--- src/logic/astg_pkg.sv ---
// Constants and types for the acquisition start trigger gate
// Functional notes
// - Gating off: acquisition start generated internally, no outside trigger needed.
// - Gating on: start waiting for acquisition start, ignore frame starts.
// - Acquisition start trigger moves gate to waiting-for-frame-start, frames accepted.
// - Count frame starts; at frame count return to waiting for acquisition start.
// - Frame count accepts 1 to 255; software programs it when gating on.
// - Origin select picks software command, hardware input line 1 or hardware input line 2.
// - Software origin: one trigger per host pulse while target is acquisition start.
// - Line origin: edge select chooses rising or falling edge.
// - After reset the origin select defaults to input line 2.
// - Acquisition start triggers outside waiting-for-acquisition-start are discarded.
// - No frame possible until host has issued a capture arm command.
// - Trigger settings and commands apply only to the selected event target.
package astg_pkg;

  localparam int unsigned CNT_W = 8;
  localparam logic [CNT_W-1:0] FRAME_CNT_MIN = 8'h01;
  localparam logic [CNT_W-1:0] FRAME_CNT_MAX = 8'hFF;
  localparam logic [CNT_W-1:0] FRAME_CNT_RST = 8'h01;

  typedef enum logic [1:0] {
    ASTG_SRC_SOFT = 2'h0,
    ASTG_SRC_LINE1 = 2'h1,
    ASTG_SRC_LINE2 = 2'h2
  } astg_src_t;
  localparam astg_src_t SRC_RST = ASTG_SRC_LINE2;

  typedef enum logic {
    ASTG_TGT_ACQ = 1'b0,
    ASTG_TGT_FRAME = 1'b1
  } astg_tgt_t;

  typedef enum logic [2:0] {
    ASTG_ST_IDLE = 3'b001,
    ASTG_ST_WAIT_ACQ = 3'b010,
    ASTG_ST_WAIT_FRM = 3'b100
  } astg_st_t;

  // Host write of the configuration, applies to the selected target
  typedef struct packed {
    logic wr;
    astg_tgt_t target;
    logic gate_en;
    astg_src_t src;
    logic edge_fall;
    logic [CNT_W-1:0] frame_cnt;
  } astg_cfg_wr_t;

  typedef struct packed {
    logic gate_en;
    astg_src_t src;
    logic edge_fall;
    logic [CNT_W-1:0] frame_cnt;
  } astg_cfg_t;

  typedef struct packed {
    astg_st_t st;
    astg_cfg_t cfg;
    logic [CNT_W-1:0] count;
    logic line1_meta;
    logic line1_sync;
    logic line1_prev;
    logic line2_meta;
    logic line2_sync;
    logic line2_prev;
    logic acq_trig;
    logic frame_ok;
    logic waiting_acq;
    logic waiting_frm;
  } astg_state_t;

endpackage

--- src/logic/astg_gate.sv ---
// Acquisition start trigger gate: arming, source select, frame counting
`timescale 1ns/1ps
module astg_gate (
  input wire logic ref_clk_i,
  input wire logic reset_n_i,
  input wire logic clk_en_i,
  input wire astg_pkg::astg_cfg_wr_t cfg_wr_i,
  input wire logic soft_pulse_i,
  input wire astg_pkg::astg_tgt_t soft_target_i,
  input wire logic arm_cmd_i,
  input wire logic stop_cmd_i,
  input wire logic line1_i,
  input wire logic line2_i,
  input wire logic frame_trig_i,
  output logic acq_trig_o,
  output logic frame_ok_o,
  output logic waiting_acq_o,
  output logic waiting_frm_o,
  output logic [astg_pkg::CNT_W-1:0] frame_seen_o
);

  astg_pkg::astg_state_t state_ff;
  astg_pkg::astg_state_t nxt_state;

  // ==========================================================
  // Next state
  always_comb begin
    logic line_rise;
    logic line_fall;
    logic line_edge;
    logic acq_evt;
    nxt_state = state_ff;
    line_rise = 1'b0;
    line_fall = 1'b0;
    line_edge = 1'b0;
    acq_evt = 1'b0;
    nxt_state.line1_meta = line1_i;
    nxt_state.line1_sync = state_ff.line1_meta;
    nxt_state.line1_prev = state_ff.line1_sync;
    nxt_state.line2_meta = line2_i;
    nxt_state.line2_sync = state_ff.line2_meta;
    nxt_state.line2_prev = state_ff.line2_sync;
    nxt_state.acq_trig = 1'b0;
    nxt_state.frame_ok = 1'b0;
    // Configuration lands only when aimed at acquisition start
    if (cfg_wr_i.wr && cfg_wr_i.target == astg_pkg::ASTG_TGT_ACQ) begin
      nxt_state.cfg.gate_en = cfg_wr_i.gate_en;
      nxt_state.cfg.src = cfg_wr_i.src;
      nxt_state.cfg.edge_fall = cfg_wr_i.edge_fall;
      // Zero is out of range and kept at the minimum
      nxt_state.cfg.frame_cnt = (cfg_wr_i.frame_cnt < astg_pkg::FRAME_CNT_MIN) ?
        astg_pkg::FRAME_CNT_MIN : cfg_wr_i.frame_cnt;
    end
    if (state_ff.cfg.src == astg_pkg::ASTG_SRC_LINE2) begin
      line_rise = state_ff.line2_sync && !state_ff.line2_prev;
      line_fall = !state_ff.line2_sync && state_ff.line2_prev;
    end else begin
      line_rise = state_ff.line1_sync && !state_ff.line1_prev;
      line_fall = !state_ff.line1_sync && state_ff.line1_prev;
    end
    line_edge = state_ff.cfg.edge_fall ? line_fall : line_rise;
    if (state_ff.cfg.src == astg_pkg::ASTG_SRC_SOFT) begin
      acq_evt = soft_pulse_i && soft_target_i == astg_pkg::ASTG_TGT_ACQ;
    end else begin
      acq_evt = line_edge;
    end
    unique case (state_ff.st)
      astg_pkg::ASTG_ST_IDLE: begin
        if (arm_cmd_i) begin
          nxt_state.st = state_ff.cfg.gate_en ? astg_pkg::ASTG_ST_WAIT_ACQ :
            astg_pkg::ASTG_ST_WAIT_FRM;
          nxt_state.count = '0;
          nxt_state.acq_trig = !state_ff.cfg.gate_en;
        end
      end
      astg_pkg::ASTG_ST_WAIT_ACQ: begin
        if (!state_ff.cfg.gate_en) begin
          nxt_state.st = astg_pkg::ASTG_ST_WAIT_FRM;
          nxt_state.acq_trig = 1'b1;
          nxt_state.count = '0;
        end else if (acq_evt) begin
          nxt_state.st = astg_pkg::ASTG_ST_WAIT_FRM;
          nxt_state.acq_trig = 1'b1;
          nxt_state.count = '0;
        end
      end
      astg_pkg::ASTG_ST_WAIT_FRM: begin
        if (frame_trig_i) begin
          nxt_state.frame_ok = 1'b1;
          if (state_ff.cfg.gate_en) begin
            if (state_ff.count + 8'h01 >= state_ff.cfg.frame_cnt) begin
              nxt_state.st = astg_pkg::ASTG_ST_WAIT_ACQ;
              nxt_state.count = '0;
            end else begin
              nxt_state.count = state_ff.count + 8'h01;
            end
          end
        end
      end
      default: begin
        nxt_state.st = astg_pkg::ASTG_ST_IDLE;
      end
    endcase
    if (stop_cmd_i) begin
      nxt_state.st = astg_pkg::ASTG_ST_IDLE;
      nxt_state.count = '0;
      // Stop wins over a start in the same cycle
      nxt_state.acq_trig = 1'b0;
    end
    nxt_state.waiting_acq = nxt_state.st == astg_pkg::ASTG_ST_WAIT_ACQ;
    nxt_state.waiting_frm = nxt_state.st == astg_pkg::ASTG_ST_WAIT_FRM;
  end

  // ==========================================================
  // State register
  always_ff @(posedge ref_clk_i or negedge reset_n_i) begin
    if (!reset_n_i) begin
      state_ff <= '0;
      state_ff.st <= astg_pkg::ASTG_ST_IDLE;
      state_ff.cfg.src <= astg_pkg::SRC_RST;
      state_ff.cfg.frame_cnt <= astg_pkg::FRAME_CNT_RST;
    end else if (clk_en_i) begin
      state_ff <= nxt_state;
    end
  end

  assign acq_trig_o = state_ff.acq_trig;
  assign frame_ok_o = state_ff.frame_ok;
  assign waiting_acq_o = state_ff.waiting_acq;
  assign waiting_frm_o = state_ff.waiting_frm;
  assign frame_seen_o = state_ff.count;

  // ==========================================================
  // Checks
  chk_frames_gated: assert property (@(posedge ref_clk_i) disable iff (!reset_n_i)
    (state_ff.frame_ok && $past(clk_en_i)) |-> $past(state_ff.st) == astg_pkg::ASTG_ST_WAIT_FRM)
    else $error("frame accepted outside waiting for frame start");
  chk_idle_no_frame: assert property (@(posedge ref_clk_i) disable iff (!reset_n_i)
    (state_ff.st == astg_pkg::ASTG_ST_IDLE && clk_en_i) |=> !state_ff.frame_ok)
    else $error("frame possible before arm");
  chk_acq_leaves_wait: assert property (@(posedge ref_clk_i) disable iff (!reset_n_i)
    state_ff.acq_trig && $past(state_ff.st) == astg_pkg::ASTG_ST_WAIT_ACQ
    |-> state_ff.st == astg_pkg::ASTG_ST_WAIT_FRM)
    else $error("acquisition start did not open frame wait");
  chk_count_cleared: assert property (@(posedge ref_clk_i) disable iff (!reset_n_i)
    state_ff.acq_trig |-> state_ff.count == '0)
    else $error("frame counter not cleared on arming");
  chk_count_limit: assert property (@(posedge ref_clk_i) disable iff (!reset_n_i)
    (state_ff.cfg.gate_en && state_ff.st == astg_pkg::ASTG_ST_WAIT_FRM)
    |-> state_ff.count < state_ff.cfg.frame_cnt)
    else $error("frame count passed frames per arming");
  chk_cnt_range: assert property (@(posedge ref_clk_i) disable iff (!reset_n_i)
    state_ff.cfg.frame_cnt >= astg_pkg::FRAME_CNT_MIN)
    else $error("frames per arming out of range");
  chk_gate_off_auto: assert property (@(posedge ref_clk_i) disable iff (!reset_n_i)
    (clk_en_i && !stop_cmd_i && !state_ff.cfg.gate_en && !cfg_wr_i.wr &&
     state_ff.st == astg_pkg::ASTG_ST_WAIT_ACQ) |=> state_ff.acq_trig)
    else $error("internal acquisition start missing");
  chk_soft_target: assert property (@(posedge ref_clk_i) disable iff (!reset_n_i)
    (clk_en_i && !stop_cmd_i && state_ff.cfg.gate_en &&
     state_ff.cfg.src == astg_pkg::ASTG_SRC_SOFT &&
     state_ff.st == astg_pkg::ASTG_ST_WAIT_ACQ && soft_pulse_i &&
     soft_target_i == astg_pkg::ASTG_TGT_ACQ) |=> state_ff.acq_trig)
    else $error("software acquisition start not applied");
  chk_no_stray_acq: assert property (@(posedge ref_clk_i) disable iff (!reset_n_i)
    (clk_en_i && state_ff.st == astg_pkg::ASTG_ST_WAIT_FRM) |=> !state_ff.acq_trig)
    else $error("acquisition start acted on outside wait state");
  chk_src_default: assert property (@(posedge ref_clk_i) disable iff (!reset_n_i)
    $rose(reset_n_i) |-> state_ff.cfg.src == astg_pkg::SRC_RST)
    else $error("source select not at line 2 after reset");
  chk_arm_gate_off: assert property (@(posedge ref_clk_i) disable iff (!reset_n_i)
    (clk_en_i && !stop_cmd_i && arm_cmd_i && !state_ff.cfg.gate_en &&
     state_ff.st == astg_pkg::ASTG_ST_IDLE)
    |=> (state_ff.acq_trig && state_ff.st == astg_pkg::ASTG_ST_WAIT_FRM))
    else $error("arm with gating off gave no internal start");
  chk_arm_gate_on: assert property (@(posedge ref_clk_i) disable iff (!reset_n_i)
    (clk_en_i && !stop_cmd_i && arm_cmd_i && state_ff.cfg.gate_en &&
     state_ff.st == astg_pkg::ASTG_ST_IDLE)
    |=> (!state_ff.acq_trig && state_ff.st == astg_pkg::ASTG_ST_WAIT_ACQ))
    else $error("arm with gating on did not wait for start");
  chk_wait_no_frame: assert property (@(posedge ref_clk_i) disable iff (!reset_n_i)
    (clk_en_i && state_ff.st == astg_pkg::ASTG_ST_WAIT_ACQ) |=> !state_ff.frame_ok)
    else $error("frame accepted while waiting for start");
  chk_frame_taken: assert property (@(posedge ref_clk_i) disable iff (!reset_n_i)
    (clk_en_i && frame_trig_i && state_ff.st == astg_pkg::ASTG_ST_WAIT_FRM)
    |=> state_ff.frame_ok)
    else $error("frame start dropped while waiting for frames");
  chk_count_step: assert property (@(posedge ref_clk_i) disable iff (!reset_n_i)
    (clk_en_i && !stop_cmd_i && frame_trig_i && state_ff.cfg.gate_en &&
     state_ff.st == astg_pkg::ASTG_ST_WAIT_FRM &&
     state_ff.count + 8'h01 < state_ff.cfg.frame_cnt)
    |=> state_ff.count == $past(state_ff.count) + 8'h01)
    else $error("frame start not counted");
  chk_count_return: assert property (@(posedge ref_clk_i) disable iff (!reset_n_i)
    (clk_en_i && !stop_cmd_i && frame_trig_i && state_ff.cfg.gate_en &&
     state_ff.st == astg_pkg::ASTG_ST_WAIT_FRM &&
     state_ff.count + 8'h01 == state_ff.cfg.frame_cnt)
    |=> (state_ff.st == astg_pkg::ASTG_ST_WAIT_ACQ && state_ff.count == '0))
    else $error("last frame did not return to start wait");
  chk_cfg_target: assert property (@(posedge ref_clk_i) disable iff (!reset_n_i)
    (clk_en_i && cfg_wr_i.wr && cfg_wr_i.target == astg_pkg::ASTG_TGT_FRAME)
    |=> $stable(state_ff.cfg))
    else $error("frame start setting landed on acquisition start");
  chk_cnt_zero: assert property (@(posedge ref_clk_i) disable iff (!reset_n_i)
    (clk_en_i && cfg_wr_i.wr && cfg_wr_i.target == astg_pkg::ASTG_TGT_ACQ &&
     cfg_wr_i.frame_cnt == '0) |=> state_ff.cfg.frame_cnt == astg_pkg::FRAME_CNT_MIN)
    else $error("zero frames per arming not held at minimum");
  chk_soft_other_tgt: assert property (@(posedge ref_clk_i) disable iff (!reset_n_i)
    (clk_en_i && !stop_cmd_i && state_ff.cfg.gate_en &&
     state_ff.cfg.src == astg_pkg::ASTG_SRC_SOFT &&
     state_ff.st == astg_pkg::ASTG_ST_WAIT_ACQ && soft_pulse_i &&
     soft_target_i == astg_pkg::ASTG_TGT_FRAME) |=> !state_ff.acq_trig)
    else $error("software command for frame start opened acquisition");
  chk_stop_idle: assert property (@(posedge ref_clk_i) disable iff (!reset_n_i)
    (clk_en_i && stop_cmd_i)
    |=> (state_ff.st == astg_pkg::ASTG_ST_IDLE && !state_ff.acq_trig))
    else $error("stop did not return to idle");
  chk_line_edge: assert property (@(posedge ref_clk_i) disable iff (!reset_n_i)
    (clk_en_i && !stop_cmd_i && state_ff.cfg.gate_en &&
     state_ff.cfg.src == astg_pkg::ASTG_SRC_LINE1 &&
     state_ff.st == astg_pkg::ASTG_ST_WAIT_ACQ &&
     state_ff.line1_sync != state_ff.line1_prev &&
     state_ff.line1_sync != state_ff.cfg.edge_fall) |=> state_ff.acq_trig)
    else $error("selected line edge not taken as acquisition start");
  chk_frozen: assert property (@(posedge ref_clk_i) disable iff (!reset_n_i)
    !clk_en_i |=> $stable(state_ff))
    else $error("state moved while clock enable low");

endmodule

--- config.mk ---
export PLATFORM = sky130hd
export DESIGN_NAME = astg_gate
export DESIGN_NICKNAME = d
export VERILOG_FILES = /design/src/logic/astg_pkg.sv /design/src/logic/astg_gate.sv
export SDC_FILE = /design/constraint.sdc
export NUM_CORES = 1
export LEC_CHECK = 0
export ABC_AREA = 1
export BUFFER_PORTS_ARGS = -buffer_cell sky130_fd_sc_hd__buf_2
export CORE_ASPECT_RATIO = 1.25
export CORE_UTILIZATION = 59
export CTS_CLUSTER_DIAMETER = 60
export DETAILED_ROUTE_END_ITERATION = 12
export PLACE_DENSITY_LB_ADDON = 0.1
export SLEW_MARGIN = 20
export SYNTH_ARGS = -nofsm -noshare
export SYNTH_HDL_FRONTEND = slang
export SYNTH_SLANG_ARGS = --single-unit
--- constraint.sdc ---
create_clock -name ref_clk_i -period 5.2 [get_ports ref_clk_i]
set_input_delay 0 -clock ref_clk_i [delete_from_list [all_inputs] [get_ports ref_clk_i]]
set_output_delay 0 -clock ref_clk_i [all_outputs]
set_load 0.1 [all_outputs]
==> results of run 1 <==
layer usage:
layer	vias up	track usage, %	wire length [um]
li1	908	-	-
met1	813	33.3	1830
met2	39	47.8	2220
met3	11	6.85	161
met4	0	11.8	96
met5	-	0	0
layout make-up:
type	instances	share of cell area [%]
clock buffers	7	4.05
multi-input cells	170	37.2
inverters	49	7.72
clock inverters	1	0.210
well taps	37	1.94
repair buffers	51	14.1
flip-flops and latches	33	34.8
worst max-delay path, cell delays in order (launching register included):
cell and delay, ns:
dfrtp_1 0.42, ha_1 0.21, nand3_1 0.10, nand3b_1 0.18, xor2_1 0.17, inv_1 0.06, ha_1 0.27, nand2_1 0.08
o21a_1 0.16, nand2_1 0.06, nand3_1 0.09, nand3_1 0.09, nand2_1 0.09, nand2_1 0.06
synthesized netlist by cell type:
library cell	instances	area, um2
nand2_1	68	255
inv_1	45	169
dfrtp_1	30	751
nand3_1	24	120
nor2_1	22	82.6
o21ai_0	11	55.1
a21oi_1	10	50.1
ha_1	9	113
buf_4	8	60.1
inv_2	4	15.0
xor2_1	4	35.0
dfstp_2	3	78.8
nand3_2	3	30.0
nand3b_1	3	22.5
nand4_1	3	18.8
buf_2	2	10.0
clkbuf_1	2	7.51
nand2_2	2	12.5
nor3_1	2	10.0
a21o_1	1	7.51
a31oi_1	1	6.26
nand2_4	1	11.3
nand4_2	1	12.5
nor2_2	1	6.26
nor3_4	1	16.3
nor4_1	1	6.26
o21a_1	1	7.51
o22ai_1	1	6.26
worst min-delay path by stage:
stage                     slack (ns)              end
final                           0.06     nxt_state[8]
after global routing             0.1     nxt_state[5]
after CTS                     0.0002     state_ff[25]
after detailed placement        0.11  frame_seen_o[7]
after global placement          0.10  frame_seen_o[7]
after floorplan                -0.30       acq_trig_o
power by group:
group,internal (uW),leakage (uW),switching (uW)
registers,289,0.000415,21.4
logic,63.2,0.000928,129
clock network,120,0.0000542,97.3
flip-flops by register name, summed over array words and instances (netlist names):
signal and flops:
waiting_acq_o 1, acq_trig_o 1, frame_seen_o 8, nxt_state 4
state_ff 17, frame_ok_o 1, waiting_frm_o 1
logic make-up (layout without fill, tap and decap cells):
logic type	after synthesis	in the layout
AO/OA/AOI/OAI	25	25
XOR/XNOR	4	4
adder cells (fa/ha/maj)	9	9
buffers and inverters	61	108
flip-flops	33	33
AND/OR/NAND/NOR	132	132
what timing repair did:
action                                 4_1_cts  5_1_grt
endpoints found under the hold margin       44        1
hold buffers                                15        1
gates resized for setup                      0        0
through the flow:
stage	power, uW	util (%)
after detailed placement	496	66.4
final	720	74.5
after global placement	492	66.4
after CTS	719	74.2
after floorplan	452	-
after global routing	756	74.5
==> metrics.log, run 1 <==
[metrics] run status: completed
[metrics] Port Buffer Count: 35
[metrics] detailed placement HPWL: 2890 um
[metrics] start of the worst register-to-register path: frame_seen_o[0]
[metrics] Post-Synthesis Cells: 264
[metrics] vias in the first global route: 1,685
[metrics] Leakage: between 0.001 and 0.0015 uW
[metrics] Arrival @ worst endpoint: 2.34 ns
[metrics] worst slew pin tran: 0.830 ns
[metrics] post-detailed-route count of antenna-violating nets: 0
[metrics] total instance count after detailed placement: between 300 and 400
[metrics] remaining routing DRC violations: 0
[metrics] TritonCTS clock tree: yes
[metrics] Synth-to-Final Area Change: 20.5%
[metrics] Hold Crit Depth: 3
[metrics] nature of the critical path endpoint: flop
[metrics] multi-input logic area: between 800 and 900 um2
[metrics] grt total ovfl: 0
[metrics] normalized max-slew margin: 44.5%
[metrics] Post-Place Setup Slack: 3.04 ns
[metrics] final instance area: between 2000 and 2500 um2
[metrics] critical register-to-register path endpoint: state_ff[31]
[metrics] crit path max fanout: 6
[metrics] most common library cell in the layout ignoring fill and taps: nand2_1
[metrics] Layout Skew: approximately 0.0043 ns
[metrics] routability congestion estimate: 0.858
[metrics] clock period minus final worst setup slack: roughly 2.2 ns
[metrics] top library cells by usage in the layout, fill and taps aside: nand2_1 (68), inv_1 (45), buf_2 (35)
[metrics] Setup crit start: frame_seen_o[0]
[metrics] largest net degree at the start of global routing: 34
[metrics] placeable core region: 3190 um2
[metrics] Final #Nets: about 340
[metrics] number of antenna violations at the first check in global routing: 0
[metrics] insertion delay of the later-clocked pin in the worst-skew pair: 0.29 ns
[metrics] worst min path class: in2reg
[metrics] startpoint-to-endpoint class of the critical path: reg2reg
[metrics] flop2flop setup slack: slightly above 3 ns
[metrics] netlist area before placement: 1980 um2
[metrics] instance area at placement: 2120 um2
[metrics] Vias/cell: 5.09
[metrics] Hold Startpoint: clk_en_i
[metrics] ports placed on the boundary: 36
[metrics] required time of the worst setup path: 5.38 ns
[metrics] area share of fa/ha/maj cells after synthesis: 5.70%
[metrics] antenna cells: 0
[metrics] drt wl/cell: 12.4 um
[metrics] accumulated negative setup slack: 0 ns
[metrics] DRT Pass-1 Iters: 4
[metrics] number of distinct library cells after synthesis: 28
[metrics] effective utilization at floorplan: 61.8%
[metrics] cell area power density: between 300 and 400 nW/um2
[metrics] largest family of logic cells by synthesized area: simple AND/OR/NAND/NOR gates
[metrics] combined global-route utilization of all metal layers: about 28%
[metrics] Max Buffers Root-to-Sink: 2
[metrics] root buf cell: clkbuf_8
[metrics] Max VDD drop: 274 uV
[metrics] share of layout cells above drive strength 1: between 10% and 20%
[metrics] Die Y-Extent: approximately 67 um
[metrics] number of maximum-capacitance violations: 0
[metrics] CP endpoint: state_ff[31]
[metrics] area taken by flip-flops and latches: 830 um2
[metrics] Die X: 53.8 um
[metrics] CTS sink count: 33
[metrics] worst setup slack after layout: 3.04 ns
[metrics] fraction of synthesized area in multiplexers: 0%
[metrics] final cell count without fillers: 348
[metrics] Seq cells post-synth: 33
[metrics] TritonCTS Buffers: 5
[metrics] R2R depth: 13
[metrics] register area share after synthesis: about two fifths
[metrics] count of final setup violators: 0
[metrics] aggregate routed wire length: 4320 um
[metrics] Slew Limit Fails: 0
[metrics] area share of and/or/nand/nor cells after synthesis: 30.6%
[metrics] count of endpoints failing hold in the final timing report: 0
[metrics] xor and xnor fraction of the mapped netlist area: roughly 1.8%
[metrics] warning count from the yosys run: 0
[metrics] num rows: 23
[metrics] synthesized netlist net count: 297
[metrics] htree depth: 2
[metrics] # Post-CTS Setup Buffers: 0
[metrics] Initial DRC Count: 50
[metrics] compound-cell area share of the yosys netlist: 6.71%
[metrics] unrepaired setup endpoints after global routing: no
[metrics] Fin Hold WS: 0.0621 ns
[metrics] first-pass GRT wire length: 7190 um
[metrics] detailed-route via count: 1,771
[metrics] achievable clock frequency: ~460 MHz
[metrics] post-CTS clock slew at the launch and capture registers of the worst setup and hold paths: 0.07 ns
[metrics] Mapped Avg Cell Area: roughly 7.5 um2
[metrics] Final Cycle Share: 41.5%
[metrics] Die Outline Area: 3590 um2
[metrics] Layout fillers: 260
[metrics] kind of start point of the critical path: flop
(Power assumes the default switching activity.)
==> run 2, diff against run 1 <==
--- a/config.mk
+++ b/config.mk
@@ -8,7 +8,7 @@
 export ABC_AREA = 1
 export BUFFER_PORTS_ARGS = -buffer_cell sky130_fd_sc_hd__buf_2
 export CORE_ASPECT_RATIO = 1.25
-export CORE_UTILIZATION = 59
+export CORE_UTILIZATION = 50
 export CTS_CLUSTER_DIAMETER = 60
 export DETAILED_ROUTE_END_ITERATION = 12
 export PLACE_DENSITY_LB_ADDON = 0.1
==> constraint.sdc (replaced) <==
create_clock -name ref_clk_i -period 1.9 [get_ports ref_clk_i]
set_input_delay 0 -clock ref_clk_i [delete_from_list [all_inputs] [get_ports ref_clk_i]]
set_output_delay 0 -clock ref_clk_i [all_outputs]
set_load 0.1 [all_outputs]
==> run 2 against run 1 <==
Against the previous run:
- the flow now finishes with violations (setup timing)
- maximum frequency down 0.88%
- cell area up 6.4%
- die area up 17%
- worst setup slack worse by 3.3 ns
- utilization down 7.6 points
- critical endpoint is now frame_seen_o[4]
- largest power group unchanged
==> metrics.log, run 2 (synthesis gave the netlist of run 1 again) <==
[metrics] root buf cell: clkbuf_8
[metrics] unrepaired setup endpoints after global routing: yes
[metrics] TritonCTS Buffers: 5 (unchanged)
[metrics] detailed placement HPWL: 3020 um (+4.3%)
[metrics] Worst path slowest cell: dfrtp_1
[metrics] vias in the first global route: 1,758 (+4.3%)
[metrics] Hold Crit Depth: 3 (unchanged)
[metrics] Max VDD drop: 583 uV (+110%)
[metrics] Port Buffer Count: 35 (unchanged)
[metrics] first-pass GRT wire length: 7350 um (+2.2%)
[metrics] CTS sink count: 33 (unchanged)
[metrics] worst min path class: in2reg
[metrics] Layout Skew: 0.00773 ns (+0.00347 ns)
[metrics] aggregate routed wire length: 4110 um (-4.7%)
[metrics] detailed-route via count: 1,765 (-0.34%)
[metrics] Die Y-Extent: 72.3 um (+8.4%)
[metrics] count of final setup violators: 12 (+12)
[metrics] worst setup slack after layout: -0.275 ns (-3.32 ns)
[metrics] number of maximum-capacitance violations: 0 (unchanged)
[metrics] crit path max fanout: 8 (+2)
[metrics] worst slew pin tran: 0.743 ns (-0.0871 ns)
[metrics] achievable clock frequency: 460 MHz (-0.88%)
[metrics] Layout fillers: 340 (+31%)
[metrics] final cell count without fillers: 377 (+8.3%)
[metrics] start of the worst register-to-register path: frame_seen_o[1]
[metrics] Slew Limit Fails: 0 (unchanged)
[metrics] area taken by flip-flops and latches: 831 um2 (+0.15%)
[metrics] total instance count after detailed placement: 351 (+8.3%)
[metrics] placeable core region: 3780 um2 (+18%)
[metrics] DRT Pass-1 Iters: 6 (+2)
[metrics] startpoint-to-endpoint class of the critical path: reg2reg
[metrics] critical register-to-register path endpoint: frame_seen_o[4]
[metrics] failing checks: setup timing
[metrics] Max Buffers Root-to-Sink: 2 (unchanged)
[metrics] Final Cycle Share: 114% (+73 points)
[metrics] remaining routing DRC violations: 0 (unchanged)
[metrics] run status: finished with violations
[metrics] flop2flop setup slack: -0.27 ns (-3.32 ns)
[metrics] drt wl/cell: 10.9 um (-12%)
[metrics] cell area power density: 748 nW/um2 (+150%)
[metrics] Synth-to-Final Area Change: 28.2%
[metrics] kind of start point of the critical path: flop
[metrics] R2R depth: 14 (+1)
[metrics] destination of the worst hold path: state_ff[19]
[metrics] Die Outline Area: 4210 um2 (+17%)
[metrics] TritonCTS clock tree: yes
[metrics] post-CTS clock slew at the launch and capture registers of the worst setup and hold paths: 0.07 ns (about the same)
[metrics] grt total ovfl: 0 (unchanged)
[metrics] required time of the worst setup path: 2.12 ns (-3.26 ns)
[metrics] largest reg by FF count: state_ff
[metrics] highest cell delay on the worst timing path: 0.39 ns (-0.03 ns)
[metrics] largest net degree at the start of global routing: 34 (unchanged)
[metrics] accumulated negative setup slack: -2.69 ns (-2.69 ns)
[metrics] share of layout cells above drive strength 1: 27.6% (+8.6 points)
[metrics] Vias/cell: 4.68 (-8.0%)
[metrics] num rows: 25 (+8.7%)
[metrics] insertion delay of the later-clocked pin in the worst-skew pair: 0.28 ns (about the same)
[metrics] Initial DRC Count: 73 (+46%)
[metrics] antenna cells: 0 (unchanged)
[metrics] number of antenna violations at the first check in global routing: 0 (unchanged)
[metrics] Arrival @ worst endpoint: 2.40 ns (+0.06 ns)
[metrics] critical path, cell by cell: ha_2 > nand3_2 > nand3b_1 > xor2_1 > inv_1 > ha_4 > nand2_2 > inv_2 > nor2_2 > o21a_1 > nand3_4 > nor2_1 > nand3_1 > nand2_1
[metrics] nature of the critical path endpoint: flop
[metrics] count of endpoints failing hold in the final timing report: 0 (unchanged)
[metrics] Hold Startpoint: cfg_wr_i[1]
[metrics] Final #Nets: 355 (+3.5%)
[metrics] htree depth: 2 (unchanged)
[metrics] multi-input logic area: 945 um2 (+6.8%)
[metrics] max reg flops: 17 (unchanged)
[metrics] effective utilization at floorplan: 52.2% (-9.7 points)
[metrics] most common library cell in the layout ignoring fill and taps: nand2_1
[metrics] routability congestion estimate: 0.826 (-3.7%)
[metrics] clock period minus final worst setup slack: 2.17 ns (+0.0191 ns)
[metrics] post-detailed-route count of antenna-violating nets: 0 (unchanged)
[metrics] Leakage: 0.00145 uW (+3.8%)
[metrics] combined global-route utilization of all metal layers: 22.8% (-5.6 points)
[metrics] Die X: 58.2 um (+8.3%)
[metrics] ports placed on the boundary: 36 (unchanged)
[metrics] top library cells by usage in the layout, fill and taps aside: nand2_1 (63), inv_1 (44), buf_2 (35)
[metrics] normalized max-slew margin: 50.5% (+6.0 points)
-- run 2: changes by cell type in the layout (fill, tap and decap cells not counted), moves of 3 or more --
cell     previous run  this run
nor2_1             22        18
buf_4               0        14
nor2_2              1         5
nand3_1            24        21
nand2_1            68        63
nand2_2             2         7
-- run 2: repair_timing --
item / CTS / global route
setup buffers: 3 / 1
pin swaps: 2 / 12
resized for setup: 3 / 13
setup endpoints to repair: 12 / 12
hold buffers: 14 / 0
endpoints found under the hold margin: 43 / 0
-- run 2: critical path: cells and delay by family (launching register included) --
kind | cells | cell delay (ns)
compound gates | 1 | 0.19
xor+xnor | 1 | 0.20
fa+ha+maj | 2 | 0.37
buf+inv | 2 | 0.14
flops | 1 | 0.39
simple gates | 8 | 0.82
-- run 2: per-stage QoR --
step	hold WS (ns)	cell area (um2)	setup slack, ns	util [%]	total power (uW)
2_1_floorplan	-0.296	1980	-0.0436	-	1240
3_3_place_gp	0.108	2220	-0.160	58.7	1350
3_5_place_dp	0.111	2220	-0.203	58.7	1360
4_1_cts	0.00210	2480	-0.210	65.7	1910
5_1_grt	0.0220	2530	-0.462	66.9	2020
6_report	0.00278	2530	-0.275	66.9	1890
-- run 2: worst max path at each step --
stage,endpoint,cells after the start,start,slack (ns)
final,frame_seen_o[4],14,frame_seen_o[1],-0.27
after global routing,state_ff[32],14,frame_seen_o[1],-0.46
after detailed placement,state_ff[31],15,frame_seen_o[0],-0.20
after CTS,frame_seen_o[4],14,frame_seen_o[1],-0.21
after global placement,frame_seen_o[7],13,frame_seen_o[0],-0.16
after floorplan,frame_seen_o[0],12,frame_seen_o[0],-0.04
-- run 2: routing by layer --
| metal | track usage (%) | share of wire, % | vias up |
|---|---|---|---|
| met4 | 9.52 | 2.4 | 0 |
| li1 | - | - | 935 |
| met1 | 27.2 | 44 | 783 |
| met3 | 3.92 | 3.0 | 10 |
| met5 | 0 | 0 | - |
| met2 | 40.1 | 51 | 37 |
-- run 2: final cells by class --
cell class              count  share of cell area, %
multi-input cells         170                   37.3
clock inverters             3                  0.691
repair buffers             63                   16.6
flip-flops and latches     33                   32.8
clock buffers               5                   2.72
well taps                  54                   2.67
inverters                  49                   7.26
-- run 2: where the power goes --
part           switching [uW]  total (uW)  internal [uW]
logic                     355         535            180
clock network             259         512            253
registers                56.0         847            791
